### src/scic_pkg.sv
/*
  Constants, register map and state encoding for the safe current input coder.
  Assumes one 250 MHz clock; all times below are in milliseconds unless named otherwise.
*/
package scic_pkg;

  // ************************************************************
  // clock and timing
  // ************************************************************
  localparam int CLK_HZ       = 250_000_000;
  localparam int TICK_MS      = 1;
  localparam int CLKS_PER_MS  = CLK_HZ / 1000 * TICK_MS;
  localparam int BASE_MS      = 20;
  localparam int CHAN_MS_50HZ = 25;
  localparam int CHAN_MS_60HZ = 22;
  localparam int ACK_MS       = 20;
  localparam int NCH          = 4;

  // ************************************************************
  // analog coding
  // ************************************************************
  localparam logic signed [19:0] RAW_4MA      = 20'sh06C00;
  localparam logic signed [19:0] DIV_0_20     = 20'sh00005;
  localparam logic signed [19:0] CODE_OVF_MIN = 20'sh07F00;
  localparam logic signed [19:0] CODE_WB_020  = 20'sh00265;
  localparam logic signed [19:0] CODE_WB_420  = 20'shFFD4C;
  localparam logic signed [19:0] CODE_UNF_MAX = 20'shFE7FF;
  localparam logic [15:0]        OUT_OVF      = 16'h7FFF;
  localparam logic [15:0]        OUT_UNF      = 16'h8000;
  localparam logic [15:0]        OUT_ZERO     = 16'h0000;

  // ************************************************************
  // register map
  // ************************************************************
  localparam logic [11:0] REG_CTRL       = 12'h000;
  localparam logic [11:0] REG_DISC_TIME  = 12'h004;
  localparam logic [11:0] REG_DISC_TOL   = 12'h008;
  localparam logic [11:0] REG_STATUS     = 12'h00C;
  localparam logic [11:0] REG_MASK       = 12'h010;
  localparam logic [11:0] REG_CYCLE      = 12'h014;
  localparam logic [11:0] REG_VALUE_BASE = 12'h020;

  localparam int CTRL_EN_LSB   = 0;
  localparam int CTRL_F60_BIT  = 4;
  localparam int CTRL_R420_LSB = 5;
  localparam int CTRL_WBD_BIT  = 9;
  localparam int CTRL_FAM_BIT  = 10;
  localparam int CTRL_SMO_LSB  = 11;
  localparam int CTRL_1OO2_LSB = 13;
  localparam int CTRL_W        = 15;

  localparam int ST_WB_LSB   = 0;
  localparam int ST_OU_LSB   = 4;
  localparam int ST_CF_LSB   = 8;
  localparam int ST_DISC_LSB = 12;
  localparam int ST_CYC_BIT  = 14;
  localparam int ST_W        = 15;

  localparam logic [14:0] CTRL_RST      = 15'h000F;
  localparam logic [15:0] DISC_TIME_RST = 16'h0064;
  localparam logic [15:0] DISC_TOL_RST  = 16'h0100;
  localparam logic [14:0] MASK_RST      = 15'h0000;

  localparam logic [1:0] RESP_OKAY   = 2'h0;
  localparam logic [1:0] RESP_SLVERR = 2'h2;

  // ************************************************************
  // scheduler states
  // ************************************************************
  typedef enum logic [2:0] {
    ST_BASE = 3'h1,
    ST_SLOT = 3'h2,
    ST_END  = 3'h4
  } scic_state_t;

endpackage : scic_pkg

### src/scic_coder.sv
/*
  Converts one smoothed raw sample into its 16-bit signed output code.
  Raw unit is 20 mA / 138240, so 4 mA is 27648 raw; input is on the core clock.
*/
`timescale 1ns/1ns
module scic_coder (
  // sample and setup
  input  wire logic signed [19:0] raw,
  input  wire logic               range420,
  input  wire logic               wb_diag,
  input  wire logic               family_zero,
  // result
  output logic [15:0]             code,
  output logic                    wire_break,
  output logic                    over_flow,
  output logic                    under_flow
);

  // ************************************************************
  // scaling and classification
  // ************************************************************
  wire logic signed [19:0] diff420 = raw - scic_pkg::RAW_4MA;
  wire logic signed [19:0] scaled  = range420 ? (diff420 >>> 2) : (raw / scic_pkg::DIV_0_20);
  wire logic [15:0]        wb_out  = family_zero ? scic_pkg::OUT_ZERO : scic_pkg::OUT_OVF;

  assign over_flow  = scaled >= scic_pkg::CODE_OVF_MIN;
  assign wire_break = wb_diag && (range420 ? (scaled <= scic_pkg::CODE_WB_420)
                                           : (scaled <= scic_pkg::CODE_WB_020));
  assign under_flow = range420 && !wire_break && (scaled <= scic_pkg::CODE_UNF_MAX);

  // clamp instead of wrap; 16-bit two's complement result
  assign code = wire_break               ? wb_out :
                over_flow                ? scic_pkg::OUT_OVF :
                under_flow               ? scic_pkg::OUT_UNF :
                (!range420 && scaled < 0) ? scic_pkg::OUT_ZERO :
                scaled[15:0];

endmodule : scic_coder

### src/scic_core.sv
/*
  Safe current input coder: schedules four current channels over a converter,
  smooths and codes each result, evaluates faults and serves an AXI4-Lite slave.
  Assumes the converter runs on CLK and answers each start with one done pulse.
*/
// Design decisions made here: the address map and register access over AXI4-Lite.
// Contract
// - cycle equals 20 ms plus channels times slot
// - slot 25 ms at 50 Hz, 22 at 60
// - each enabled channel converted once, others skipped
// - controller requests acknowledged within 20 ms
// - smoothing sets response, at most twice typical
// - discrepancy adds discrepancy time plus cycles
// - channel fault reacts within one or two cycles
// - values are 16-bit two's complement
// - 0-20 mA codes, overrange, overflow, wire break
// - 4-20 mA codes, underrange and underflow
// - below 3.6 mA reports wire break; 0-20 mA range reports it only at code 0x265 and below
// - wire break substitutes 7FFF or zero
// - two-channel uses discrepancy, single uses fault
`timescale 1ns/1ns
module scic_core #(
  parameter int CLKS_PER_MS = scic_pkg::CLKS_PER_MS
) (
  // clock and reset
  input  wire logic        CLK,
  input  wire logic        RESETN,
  // axi4-lite write address and data
  input  wire logic [11:0] S_AXI_AWADDR,
  input  wire logic        S_AXI_AWVALID,
  output logic             S_AXI_AWREADY,
  input  wire logic [31:0] S_AXI_WDATA,
  input  wire logic [3:0]  S_AXI_WSTRB,
  input  wire logic        S_AXI_WVALID,
  output logic             S_AXI_WREADY,
  // axi4-lite write response
  output logic [1:0]       S_AXI_BRESP,
  output logic             S_AXI_BVALID,
  input  wire logic        S_AXI_BREADY,
  // axi4-lite read
  input  wire logic [11:0] S_AXI_ARADDR,
  input  wire logic        S_AXI_ARVALID,
  output logic             S_AXI_ARREADY,
  output logic [31:0]      S_AXI_RDATA,
  output logic [1:0]       S_AXI_RRESP,
  output logic             S_AXI_RVALID,
  input  wire logic        S_AXI_RREADY,
  // converter
  output logic             ADC_START,
  output logic [1:0]       ADC_CHAN,
  input  wire logic        ADC_DONE,
  input  wire logic [17:0] ADC_RESULT,
  input  wire logic        ADC_FAULT,
  // interrupt
  output logic             IRQ
);

  // ************************************************************
  // register state
  // ************************************************************
  logic [14:0]        ctrl_q;
  logic [15:0]        disc_time_q;
  logic [15:0]        disc_tol_q;
  logic [14:0]        status_q;
  logic [14:0]        mask_q;
  logic               aw_have_q;
  logic               w_have_q;
  logic [11:0]        awaddr_q;
  logic [31:0]        wdata_q;
  logic [3:0]         wstrb_q;
  logic               irq_q;

  wire logic [3:0]    en        = ctrl_q[scic_pkg::CTRL_EN_LSB +: 4];
  wire logic          f60       = ctrl_q[scic_pkg::CTRL_F60_BIT];
  wire logic [3:0]    r420      = ctrl_q[scic_pkg::CTRL_R420_LSB +: 4];
  wire logic          wb_diag   = ctrl_q[scic_pkg::CTRL_WBD_BIT];
  wire logic          fam_zero  = ctrl_q[scic_pkg::CTRL_FAM_BIT];
  wire logic [1:0]    smooth    = ctrl_q[scic_pkg::CTRL_SMO_LSB +: 2];
  wire logic [1:0]    pair_1oo2 = ctrl_q[scic_pkg::CTRL_1OO2_LSB +: 2];

  // ************************************************************
  // axi4-lite write channel
  // ************************************************************
  wire logic          aw_take = S_AXI_AWVALID && S_AXI_AWREADY;
  wire logic          w_take  = S_AXI_WVALID && S_AXI_WREADY;
  wire logic          wr_fire = aw_have_q && w_have_q && !S_AXI_BVALID;
  wire logic [31:0]   wmask   = {{8{wstrb_q[3]}}, {8{wstrb_q[2]}}, {8{wstrb_q[1]}}, {8{wstrb_q[0]}}};
  wire logic [31:0]   wbits   = wdata_q & wmask;
  wire logic          wr_ctrl = wr_fire && (awaddr_q == scic_pkg::REG_CTRL);
  wire logic          wr_dtim = wr_fire && (awaddr_q == scic_pkg::REG_DISC_TIME);
  wire logic          wr_dtol = wr_fire && (awaddr_q == scic_pkg::REG_DISC_TOL);
  wire logic          wr_stat = wr_fire && (awaddr_q == scic_pkg::REG_STATUS);
  wire logic          wr_mask = wr_fire && (awaddr_q == scic_pkg::REG_MASK);
  wire logic          wr_hit  = wr_ctrl || wr_dtim || wr_dtol || wr_stat || wr_mask;

  assign S_AXI_AWREADY = !aw_have_q && !S_AXI_BVALID;
  assign S_AXI_WREADY  = !w_have_q && !S_AXI_BVALID;

  always_ff @(posedge CLK) begin
    if (!RESETN) begin
      aw_have_q <= 1'b0;
      w_have_q  <= 1'b0;
      awaddr_q  <= '0;
      wdata_q   <= '0;
      wstrb_q   <= '0;
    end else begin
      if (aw_take) begin
        aw_have_q <= 1'b1;
        awaddr_q  <= {S_AXI_AWADDR[11:2], 2'h0};
      end else if (wr_fire) begin
        aw_have_q <= 1'b0;
      end
      if (w_take) begin
        w_have_q <= 1'b1;
        wdata_q  <= S_AXI_WDATA;
        wstrb_q  <= S_AXI_WSTRB;
      end else if (wr_fire) begin
        w_have_q <= 1'b0;
      end
    end
  end

  // response one cycle after both halves are held
  always_ff @(posedge CLK) begin
    if (!RESETN) begin
      S_AXI_BVALID <= 1'b0;
      S_AXI_BRESP  <= scic_pkg::RESP_OKAY;
    end else if (wr_fire) begin
      S_AXI_BVALID <= 1'b1;
      S_AXI_BRESP  <= wr_hit ? scic_pkg::RESP_OKAY : scic_pkg::RESP_SLVERR;
    end else if (S_AXI_BREADY) begin
      S_AXI_BVALID <= 1'b0;
    end
  end

  always_ff @(posedge CLK) begin
    if (!RESETN) begin
      ctrl_q      <= scic_pkg::CTRL_RST;
      disc_time_q <= scic_pkg::DISC_TIME_RST;
      disc_tol_q  <= scic_pkg::DISC_TOL_RST;
      mask_q      <= scic_pkg::MASK_RST;
    end else begin
      if (wr_ctrl) ctrl_q <= (ctrl_q & ~wmask[14:0]) | wbits[14:0];
      if (wr_dtim) disc_time_q <= (disc_time_q & ~wmask[15:0]) | wbits[15:0];
      if (wr_dtol) disc_tol_q <= (disc_tol_q & ~wmask[15:0]) | wbits[15:0];
      if (wr_mask) mask_q <= (mask_q & ~wmask[14:0]) | wbits[14:0];
    end
  end

  // ************************************************************
  // conversion scheduler
  // ************************************************************
  scic_pkg::scic_state_t state_q;
  logic [17:0]        ms_div_q;
  logic [7:0]         ms_q;
  logic [1:0]         ch_q;
  logic               got_q;
  logic               fault_q;
  logic [17:0]        res_q;
  logic               nxt_found;
  logic [1:0]         nxt_ch;
  logic [2:0]         n_en;

  wire logic [7:0]    slot_ms   = f60 ? 8'(scic_pkg::CHAN_MS_60HZ) : 8'(scic_pkg::CHAN_MS_50HZ);
  wire logic [7:0]    phase_m1  = (state_q == scic_pkg::ST_BASE) ? 8'(scic_pkg::BASE_MS - 1) : slot_ms - 8'h01;
  wire logic          tick      = ms_div_q == 18'(CLKS_PER_MS - 1);
  wire logic          phase_end = tick && (ms_q >= phase_m1) && (state_q != scic_pkg::ST_END);
  wire logic          slot_done = phase_end && (state_q == scic_pkg::ST_SLOT);
  wire logic          cyc_end   = state_q == scic_pkg::ST_END;

  // next enabled channel above the current one, or from zero after the base phase
  always_comb begin
    nxt_found = 1'b0;
    nxt_ch    = 2'h0;
    for (int i = scic_pkg::NCH - 1; i >= 0; i--) begin
      if (en[i] && ((state_q == scic_pkg::ST_BASE) || (2'(i) > ch_q))) begin
        nxt_found = 1'b1;
        nxt_ch    = 2'(i);
      end
    end
  end

  always_comb begin
    n_en = 3'h0;
    for (int i = 0; i < scic_pkg::NCH; i++) begin
      n_en = n_en + 3'(en[i]);
    end
  end

  wire logic [15:0]   cycle_ms = 16'(scic_pkg::BASE_MS) + 16'(n_en) * 16'(slot_ms);

  always_ff @(posedge CLK) begin
    if (!RESETN) begin
      state_q   <= scic_pkg::ST_BASE;
      ms_div_q  <= '0;
      ms_q      <= '0;
      ch_q      <= '0;
      ADC_START <= 1'b0;
    end else begin
      ADC_START <= 1'b0;
      ms_div_q  <= (tick || phase_end || cyc_end) ? 18'h00000 : ms_div_q + 18'h00001;
      if (phase_end || cyc_end) ms_q <= 8'h00;
      else if (tick) ms_q <= ms_q + 8'h01;
      unique case (state_q)
        scic_pkg::ST_BASE, scic_pkg::ST_SLOT: begin
          if (phase_end && nxt_found) begin
            state_q   <= scic_pkg::ST_SLOT;
            ch_q      <= nxt_ch;
            ADC_START <= 1'b1;
          end else if (phase_end) begin
            state_q <= scic_pkg::ST_END;
          end
        end
        scic_pkg::ST_END: begin
          state_q <= scic_pkg::ST_BASE;
        end
        default: begin
          state_q <= scic_pkg::ST_BASE;
        end
      endcase
    end
  end

  assign ADC_CHAN = ch_q;

  // a slot without a done pulse counts as a channel fault
  always_ff @(posedge CLK) begin
    if (!RESETN) begin
      got_q   <= 1'b0;
      fault_q <= 1'b0;
      res_q   <= '0;
    end else if (ADC_START) begin
      got_q   <= 1'b0;
      fault_q <= 1'b0;
    end else if (ADC_DONE && (state_q == scic_pkg::ST_SLOT) && !got_q) begin
      got_q   <= 1'b1;
      fault_q <= ADC_FAULT;
      res_q   <= ADC_RESULT;
    end
  end

  // ************************************************************
  // smoothing and coding of the slot just finished
  // ************************************************************
  logic signed [19:0] filt_q      [scic_pkg::NCH];
  logic [15:0]        pend_code_q [scic_pkg::NCH];
  logic [2:0]         pend_flag_q [scic_pkg::NCH];
  logic [15:0]        value_q     [scic_pkg::NCH];
  logic [2:0]         vflag_q     [scic_pkg::NCH];
  logic               disc_seen_q [2];
  logic               disc_fault_q[2];
  logic [15:0]        disc_ms_q   [2];
  logic [15:0]        coded;
  logic               c_wb;
  logic               c_ovf;
  logic               c_unf;

  wire logic signed [19:0] filt_cur  = filt_q[ch_q];
  wire logic signed [19:0] sample_in = got_q ? $signed({2'h0, res_q}) : filt_cur;
  wire logic signed [19:0] filt_next = filt_cur + ((sample_in - filt_cur) >>> smooth);
  wire logic               cf_now    = fault_q || !got_q;

  scic_coder u_coder (
    .raw         (filt_next),
    .range420    (r420[ch_q]),
    .wb_diag     (wb_diag),
    .family_zero (fam_zero),
    .code        (coded),
    .wire_break  (c_wb),
    .over_flow   (c_ovf),
    .under_flow  (c_unf)
  );

  wire [3:0]          wb_ev;
  wire [3:0]          ou_ev;
  wire [3:0]          cf_ev;
  wire [1:0]          disc_ev;

  for (genvar c = 0; c < scic_pkg::NCH; c++) begin : g_ch
    wire logic this_slot = slot_done && (ch_q == 2'(c));
    wire logic passive   = pair_1oo2[c / 2] ? disc_fault_q[c / 2] : pend_flag_q[c][2];

    always_ff @(posedge CLK) begin
      if (!RESETN) begin
        filt_q[c]      <= '0;
        pend_code_q[c] <= '0;
        pend_flag_q[c] <= '0;
        value_q[c]     <= '0;
        vflag_q[c]     <= '0;
      end else begin
        if (this_slot) begin
          filt_q[c]      <= filt_next;
          pend_code_q[c] <= coded;
          pend_flag_q[c] <= {cf_now, c_ovf || c_unf, c_wb};
        end
        if (cyc_end) begin
          value_q[c] <= (!en[c] || passive) ? scic_pkg::OUT_ZERO : pend_code_q[c];
          vflag_q[c] <= en[c] ? pend_flag_q[c] : 3'h0;
        end
      end
    end

    assign wb_ev[c] = cyc_end && en[c] && pend_flag_q[c][0];
    assign ou_ev[c] = cyc_end && en[c] && pend_flag_q[c][1];
    assign cf_ev[c] = cyc_end && en[c] && pend_flag_q[c][2];
  end

  // ************************************************************
  // two-channel discrepancy evaluation
  // ************************************************************
  for (genvar p = 0; p < 2; p++) begin : g_pair
    wire logic [15:0]        ca      = pend_code_q[2 * p];
    wire logic [15:0]        cb      = pend_code_q[2 * p + 1];
    wire logic signed [16:0] dd      = $signed({ca[15], ca}) - $signed({cb[15], cb});
    wire logic [16:0]        dd_abs  = dd[16] ? 17'(-dd) : 17'(dd);
    wire logic               pair_on = pair_1oo2[p] && en[2 * p] && en[2 * p + 1];
    wire logic               over    = pair_on && (dd_abs > {1'b0, disc_tol_q});

    always_ff @(posedge CLK) begin
      if (!RESETN) begin
        disc_seen_q[p]  <= 1'b0;
        disc_fault_q[p] <= 1'b0;
        disc_ms_q[p]    <= '0;
      end else begin
        if (cyc_end) begin
          disc_seen_q[p] <= over;
          if (!over) disc_fault_q[p] <= 1'b0;
          else if (disc_seen_q[p] && (disc_ms_q[p] >= disc_time_q)) disc_fault_q[p] <= 1'b1;
        end
        if (!disc_seen_q[p] || (cyc_end && !over)) disc_ms_q[p] <= 16'h0000;
        else if (tick && (disc_ms_q[p] != 16'hFFFF)) disc_ms_q[p] <= disc_ms_q[p] + 16'h0001;
      end
    end

    assign disc_ev[p] = cyc_end && over && disc_seen_q[p] && (disc_ms_q[p] >= disc_time_q);
  end

  // ************************************************************
  // status, mask and interrupt
  // ************************************************************
  wire logic [14:0]   st_set = {cyc_end, disc_ev, cf_ev, ou_ev, wb_ev};
  wire logic [14:0]   st_clr = wr_stat ? wbits[14:0] : 15'h0000;

  always_ff @(posedge CLK) begin
    if (!RESETN) begin
      status_q <= '0;
      irq_q    <= 1'b0;
    end else begin
      status_q <= (status_q & ~st_clr) | st_set;
      irq_q    <= |(status_q & mask_q);
    end
  end

  assign IRQ = irq_q;

  // ************************************************************
  // axi4-lite read channel
  // ************************************************************
  wire logic          rd_take = S_AXI_ARVALID && S_AXI_ARREADY;
  wire logic [11:0]   raddr   = {S_AXI_ARADDR[11:2], 2'h0};
  wire logic          rd_val  = raddr[11:4] == scic_pkg::REG_VALUE_BASE[11:4];
  wire logic [1:0]    rd_idx  = raddr[3:2];
  wire logic          rd_ctrl = raddr == scic_pkg::REG_CTRL;
  wire logic          rd_dtim = raddr == scic_pkg::REG_DISC_TIME;
  wire logic          rd_dtol = raddr == scic_pkg::REG_DISC_TOL;
  wire logic          rd_stat = raddr == scic_pkg::REG_STATUS;
  wire logic          rd_mask = raddr == scic_pkg::REG_MASK;
  wire logic          rd_cyc  = raddr == scic_pkg::REG_CYCLE;
  wire logic          rd_hit  = rd_val || rd_ctrl || rd_dtim || rd_dtol || rd_stat || rd_mask || rd_cyc;
  wire logic [31:0]   rd_mux  = rd_val  ? {13'h0000, vflag_q[rd_idx], value_q[rd_idx]} :
                                rd_ctrl ? {17'h00000, ctrl_q} :
                                rd_dtim ? {16'h0000, disc_time_q} :
                                rd_dtol ? {16'h0000, disc_tol_q} :
                                rd_stat ? {17'h00000, status_q} :
                                rd_mask ? {17'h00000, mask_q} :
                                rd_cyc  ? {16'h0000, cycle_ms} : 32'h00000000;

  assign S_AXI_ARREADY = !S_AXI_RVALID;

  always_ff @(posedge CLK) begin
    if (!RESETN) begin
      S_AXI_RVALID <= 1'b0;
      S_AXI_RDATA  <= '0;
      S_AXI_RRESP  <= scic_pkg::RESP_OKAY;
    end else if (rd_take) begin
      S_AXI_RVALID <= 1'b1;
      S_AXI_RDATA  <= rd_mux;
      S_AXI_RRESP  <= rd_hit ? scic_pkg::RESP_OKAY : scic_pkg::RESP_SLVERR;
    end else if (S_AXI_RREADY) begin
      S_AXI_RVALID <= 1'b0;
    end
  end

endmodule : scic_core

### config.mk
export PLATFORM = sky130hd
export DESIGN_NAME = scic_core
export DESIGN_NICKNAME = d
export VERILOG_FILES = /design/src/scic_pkg.sv /design/src/scic_coder.sv /design/src/scic_core.sv
export SDC_FILE = /design/constraint.sdc
export NUM_CORES = 1
export LEC_CHECK = 0
export BUFFER_PORTS_ARGS = -buffer_cell sky130_fd_sc_hd__buf_2
export CAP_MARGIN = 40
export CELL_PAD_IN_SITES_DETAIL_PLACEMENT = 0
export CELL_PAD_IN_SITES_GLOBAL_PLACEMENT = 1
export CORE_MARGIN = 2
export CORE_UTILIZATION = 41
export CTS_CLUSTER_SIZE = 30
export DETAILED_ROUTE_END_ITERATION = 8
export GPL_TIMING_DRIVEN = 1
export PLACE_DENSITY_LB_ADDON = 0.05
export SYNTH_ARGS = -nofsm -noshare
export SYNTH_HDL_FRONTEND = slang
export SYNTH_HIERARCHICAL = 1
export SYNTH_SLANG_ARGS = --single-unit
### constraint.sdc
create_clock -name CLK -period 26 [get_ports CLK]
set_clock_uncertainty 0.05 [all_clocks]
set_input_delay 2.6 -clock CLK [delete_from_list [all_inputs] [get_ports CLK]]
set_output_delay 2.6 -clock CLK [all_outputs]
set_load 0.02 [all_outputs]
**Word level (Yosys, flattened, before mapping)**

Memory sizes are Yosys's and may differ from the RTL's. A register that Yosys moved wholly into a read port is not among the register bits.
Index checks and enable logic that the tools add are counted.

- Register bits: 198
- RAM bits: 268
- Output and inout port bits: 45
- Logic and storage cells: 390
- Memories: 8

- Add/subtract/negate cells: 16
- Multipliers: 1
- Divide/modulo/power cells: 1
- Magnitude comparators: 15
- Equality and inequality tests: 20
- Shift operators: 1
- Multiplexer cells: 134
- Bitwise logic cells: 48
- Reductions and logical operators: 121

Memories:

| name | depth | width | rd ports | clocked after memory_dff | write ports | RTL line | source |
|---|---|---|---|---|---|---|---|
| filt_q | 4 | 20 | 1 | 1 | 4 | scic_core.sv:245 | `logic signed [19:0] filt_q [scic_pkg::NCH];` |
| pend_code_q | 4 | 16 | 4 | 0 | 4 | scic_core.sv:246 | `logic [15:0] pend_code_q [scic_pkg::NCH];` |
| value_q | 4 | 16 | 1 | 0 | 4 | scic_core.sv:248 | `logic [15:0] value_q [scic_pkg::NCH];` |
| disc_ms_q | 2 | 16 | 2 | 0 | 2 | scic_core.sv:252 | `logic [15:0] disc_ms_q [2];` |
| pend_flag_q | 4 | 3 | 4 | 0 | 4 | scic_core.sv:247 | `logic [2:0] pend_flag_q [scic_pkg::NCH];` |
| vflag_q | 4 | 3 | 1 | 0 | 4 | scic_core.sv:249 | `logic [2:0] vflag_q [scic_pkg::NCH];` |
| 2 more memories | n/a | n/a | n/a | n/a | n/a | n/a |  |

Operator list:

| kind | number |
|---|---|
| 16-bit 2-to-1 mux | 23 |
| 20-bit 2-to-1 mux | 6 |
| 1-bit 2-to-1 mux | 72 |
| 1-bit logical AND | 64 |
| 15-bit bitwise AND | 4 |
| 15-bit 2-to-1 mux | 4 |
| 16-bit bitwise AND | 3 |
| 15-bit bitwise OR | 3 |
| 10-bit by 2-bit == test with 1-bit output (second input constant) | 4 |
| 20-bit by 11-bit less-or-equal comparator with 1-bit output (second input constant) | 2 |
| 3-bit 2-to-1 mux | 12 |
| 17-bit by 16-bit greater-than comparator with 1-bit output | 2 |
| 17-bit 2-to-1 mux | 2 |
| 17-bit negator | 2 |
| 16-bit by 16-bit subtractor with 17-bit output | 2 |
| 16-bit by 1-bit adder with 16-bit output (second input constant) | 2 |
| 16-bit greater-or-equal comparator | 2 |
| 16-bit != test (second input constant) | 2 |
| 16-bit bitwise OR | 2 |
| 10-bit by 3-bit == test with 1-bit output (second input constant) | 3 |
| 15-bit NOT | 2 |
| 1-bit bitwise OR | 30 |
| 1-bit logical OR | 25 |
| 12-bit zero test | 2 |
| 44 further kinds | 82 |

**Logic depth before layout (Yosys ltp)**

- Depth after elaboration: 16
- Mapped depth: 75
- Gate-level depth less buffers: 68

**Modules after synthesis**

Netlist, hierarchy kept.

By module, submodules not included:

| module | instances | cells each | area each (um2) |
|---|---|---|---|
| scic_core | 1 | 2632 | 25792.2 |
| scic_coder | 1 | 776 | 5132.4 |

**Worst setup path after synthesis**

Ideal clock, no wire load.

- Path kind: register to register
- Start point: register with a tool-made name
- End point: memory pend_code_q[2][10] (data pin)
- Library setup time: 0.132 ns
- Data arrival time: 15.847 ns
- Setup slack: 9.971 ns
- Cell stages (with the launch flop): 72
- Path buffers: 5
- Clock period less this slack: 16.029 ns
- Path through: dfxtp_1 buf_1 clkbuf_1 mux4_2 mux2i_1 ha_1 inv_1 fa_1 a211oi_1 o21bai_1 a21oi_1 nand2b_1 a31oi_1 xnor2_1 mux2i_1 mux2i_1 ha_1 o21a_1 [... 36 more ...] a2111oi_4 nand2_2 inv_2 o2111a_1 a2bb2oi_2 ha_1 nand3_1 a211o_1 nor3_1 mux2i_1 a311oi_1 nand2_1 or3b_1 o21bai_2 buf_2 a22oi_1 mux2i_1 and3_1

RTL lines:

| what | RTL line |
|---|---|
| end: declaration | scic_core.sv:246 |

==> impl_metrics.yaml <==
sta:
  rsz0062_at_grt: "false"
  tightest_slew_ns: 1.15
  clock.fmax_ghz: 0.0496
  slew_headroom_pct: 23.4
  fin_crit_sh_pct: 77.5
  tns_ns: 0
  fin_crit_ns: 20.15
  hold_violations: 0
  maxSlewViolCount: 0
  final.setup.worst_slack_ns: 5.85
  setup_viol_count_final: 0
  fin_worst_hold_slack_ns: 0.404
floorplan:
  core_um2: 74600
  fp.dieH_um: 279
  start_util_pct: 41.5
  die_w_um: 279
  rows: 100
  die-area_um2: 77600
  boundaryPins: 132
global_routing:
  grt_pass1_wl_mm: 148
  antenna_found_initial: 4
  overflow: 0
  track_usage_pct: 24.3
  grt_max_degree: 69
  grt_pass1_vias: 25100
cts:
  cts_tree: "done"
  clk_pin_slew_ns: 0.06
  numCtsBuffers: 52
  root_buffer: "clkbuf_16"
  post_cts_buffers: 0
  cts_resized: 0
  htree_levels: 2
  cts_hold_buf: 0
  clock_path_buffers: 3
  clkLatencyLatePin_ns: 0.62
  cts.sinks: 453
worst_setup_path:
  crit_arrival_ns: 20.57
  crit_type: "reg -> reg"
  cp_slowest_cell: "a222oi_1"
  crit_fanout: 39
  critPathCaptureType: "flip-flop"
  worst_ep_required_time_ns: 26.42
  max_stage_delay_ns: 0.99
  startpoint_type: "flip-flop"
  rr_worst_depth: 66
logic_synthesis:
  synth_seq_cells: 453
  synth-simple-area-share_pct: 21.1
  synth-warning-count: 6
  async_flop_share_pct: 0
  synth_edf_count: 266
  yosysSeqAreaShare_pct: 37.9
  synth-compound-area-share_pct: 17.6
  syn_area_um2: 30900
  synth_xor_area_share_pct: 5.30
  synthAdderAreaFrac_pct: 7.21
  synth_mux_area_share_pct: 6.15
  synth_area_per_cell_um2: 9.07
  synth_top_family_by_area: "simple AND/OR/NAND/NOR gates"
  synth_ff_type: "edfxtp_1"
  syn_inst: 3408
  synth_cell_types: 122
worst_hold_path:
  min_path_cells: 2
  hp-class: "reg -> reg"
placed_design:
  post-place-ws_ns: 6.22
  hpwl_mm: 72.2
  dp_cells: 4361
  port_buffers: 94
  place_congestion: 0.899
cells_and_area:
  multi_input_area_um2: 17800
  insertedDiodeCount: 0
  final_layout_size_suffix_gt1_share_pct: 11.0
  nets: 3705
  regArea_um2: 11700
  fin_cells: 4457
  num-fill-cells: 7213
  syn_to_final_growth_pct: 10.5
routing:
  drt_pass1_iterations: 7
  dr_total_vias: 25900
  wl_per_cell_um: 21.7
  wirelength_mm: 96.6
  vias_per_cell: 5.81
  ant_nets: 0
  detail_route.iter0.violations: 1967
  drc: 0
job:
  drv_cap: 0
outcome:
  status: "finished, final reports clean"
## cells in the final DEF, fill, tap and decap left out, types with 32 or more instances in the layout
master	Yosys	layout
ha_1	162	162
nand4_1	35	35
edfxtp_1	266	266
a21o_1	56	56
nor4_1	43	43
inv_1	166	165
o21ai_0	140	139
xnor2_1	121	121
and2_1	143	143
a21oi_1	213	213
o211ai_1	32	32
mux4_2	43	43
buf_2	13	94
dfxtp_1	187	187
xor2_1	66	66
and3_1	58	58
nor3_1	70	69
nor2_1	324	321
mux2i_1	83	83
clkbuf_16	0	54
nand2_1	381	377
nand3_1	81	81
buf_4	17	43
## worst max-delay path: cells and delay by family (launching register included)
family | cells | cell delay [ns]
flip-flops | 1 | 0.70
AND/OR/NAND/NOR | 15 | 4.23
XOR/XNOR | 3 | 0.62
AO/OA/AOI/OAI | 33 | 9.89
multiplexers | 4 | 1.44
buffers and inverters | 7 | 1.79
adder cells (fa/ha/maj) | 4 | 1.20
## final timing paths
check / from / to / slack [ns]
max: flip-flop / pend_code_q[2][4]$_SDFFCE_PN0P_ / 5.85
min: awaddr_q[7]$_SDFFE_PN0P_ / awaddr_q[7]$_SDFFE_PN0P_ / 0.40
max reg2reg: flip-flop / pend_code_q[2][4]$_SDFFCE_PN0P_ / 5.85
min reg2reg: awaddr_q[7]$_SDFFE_PN0P_ / awaddr_q[7]$_SDFFE_PN0P_ / 0.40
## area by class of cell
cell class	count	share of cell area [%]
clock buffers	75	4.36
clock inverters	20	0.662
inverters	170	1.87
multi-input cells	2618	52.2
flip-flops and latches	453	34.3
well taps	969	3.55
repair buffers	152	3.08
## cells by family after synthesis
group,after synthesis
multiplexers,135
AO/OA/AOI/OAI,797
adder cells (fa/ha/maj),173
AND/OR/NAND/NOR,1311
other,1
XOR/XNOR,187
flip-flops,453
buffers and inverters,351
## cell usage after synthesis (all sizes together), types with 11 or more instances
library cell | n | share of area [%]
or2 | 17 | 0.34
edfxtp | 266 | 26
and2 | 144 | 2.9
a21oi | 215 | 3.5
o21bai | 11 | 0.28
and3 | 59 | 1.2
xnor2 | 121 | 3.4
o22ai | 19 | 0.38
nor2 | 327 | 4.0
a31oi | 28 | 0.57
or3 | 23 | 0.47
o21ai | 155 | 2.5
nor3 | 70 | 1.1
a211o | 14 | 0.43
a211oi | 30 | 0.82
nand3 | 81 | 1.3
nand2b | 29 | 0.59
inv | 168 | 2.0
o21a | 27 | 0.66
dfxtp | 187 | 12
nor2b | 28 | 0.57
a221oi | 28 | 0.83
mux2i | 83 | 2.7
a22oi | 23 | 0.57
xor2 | 66 | 1.9
ha | 162 | 6.6
o31ai | 16 | 0.39
a31o | 22 | 0.62
a21o | 57 | 1.4
nand4 | 35 | 0.71
nand2 | 383 | 4.7
buf | 56 | 1.1
nor4 | 59 | 1.6
clkbuf | 125 | 1.5
o211ai | 33 | 0.82
mux4 | 43 | 3.1
## per-layer routing
layer	global-route usage [%]	wire length (um)
met1	32.5	42700
met2	41.5	46500
met3	2.97	4880
met4	6.36	2460
met5	0	0
## stage by stage
| stage | util (%) | instance area, um^2 |
|---|---|---|
| detailed placement | 43.5 | 32500 |
| global placement | 43.1 | 32200 |
| global route | 45.8 | 34200 |
| CTS | 45.8 | 34200 |
| finish | 45.8 | 34200 |
| floorplan | - | 31000 |
Power is left out: the tool's default activity adds up to more than one toggle a clock period on the data nets, which glitch-free logic cannot reach.
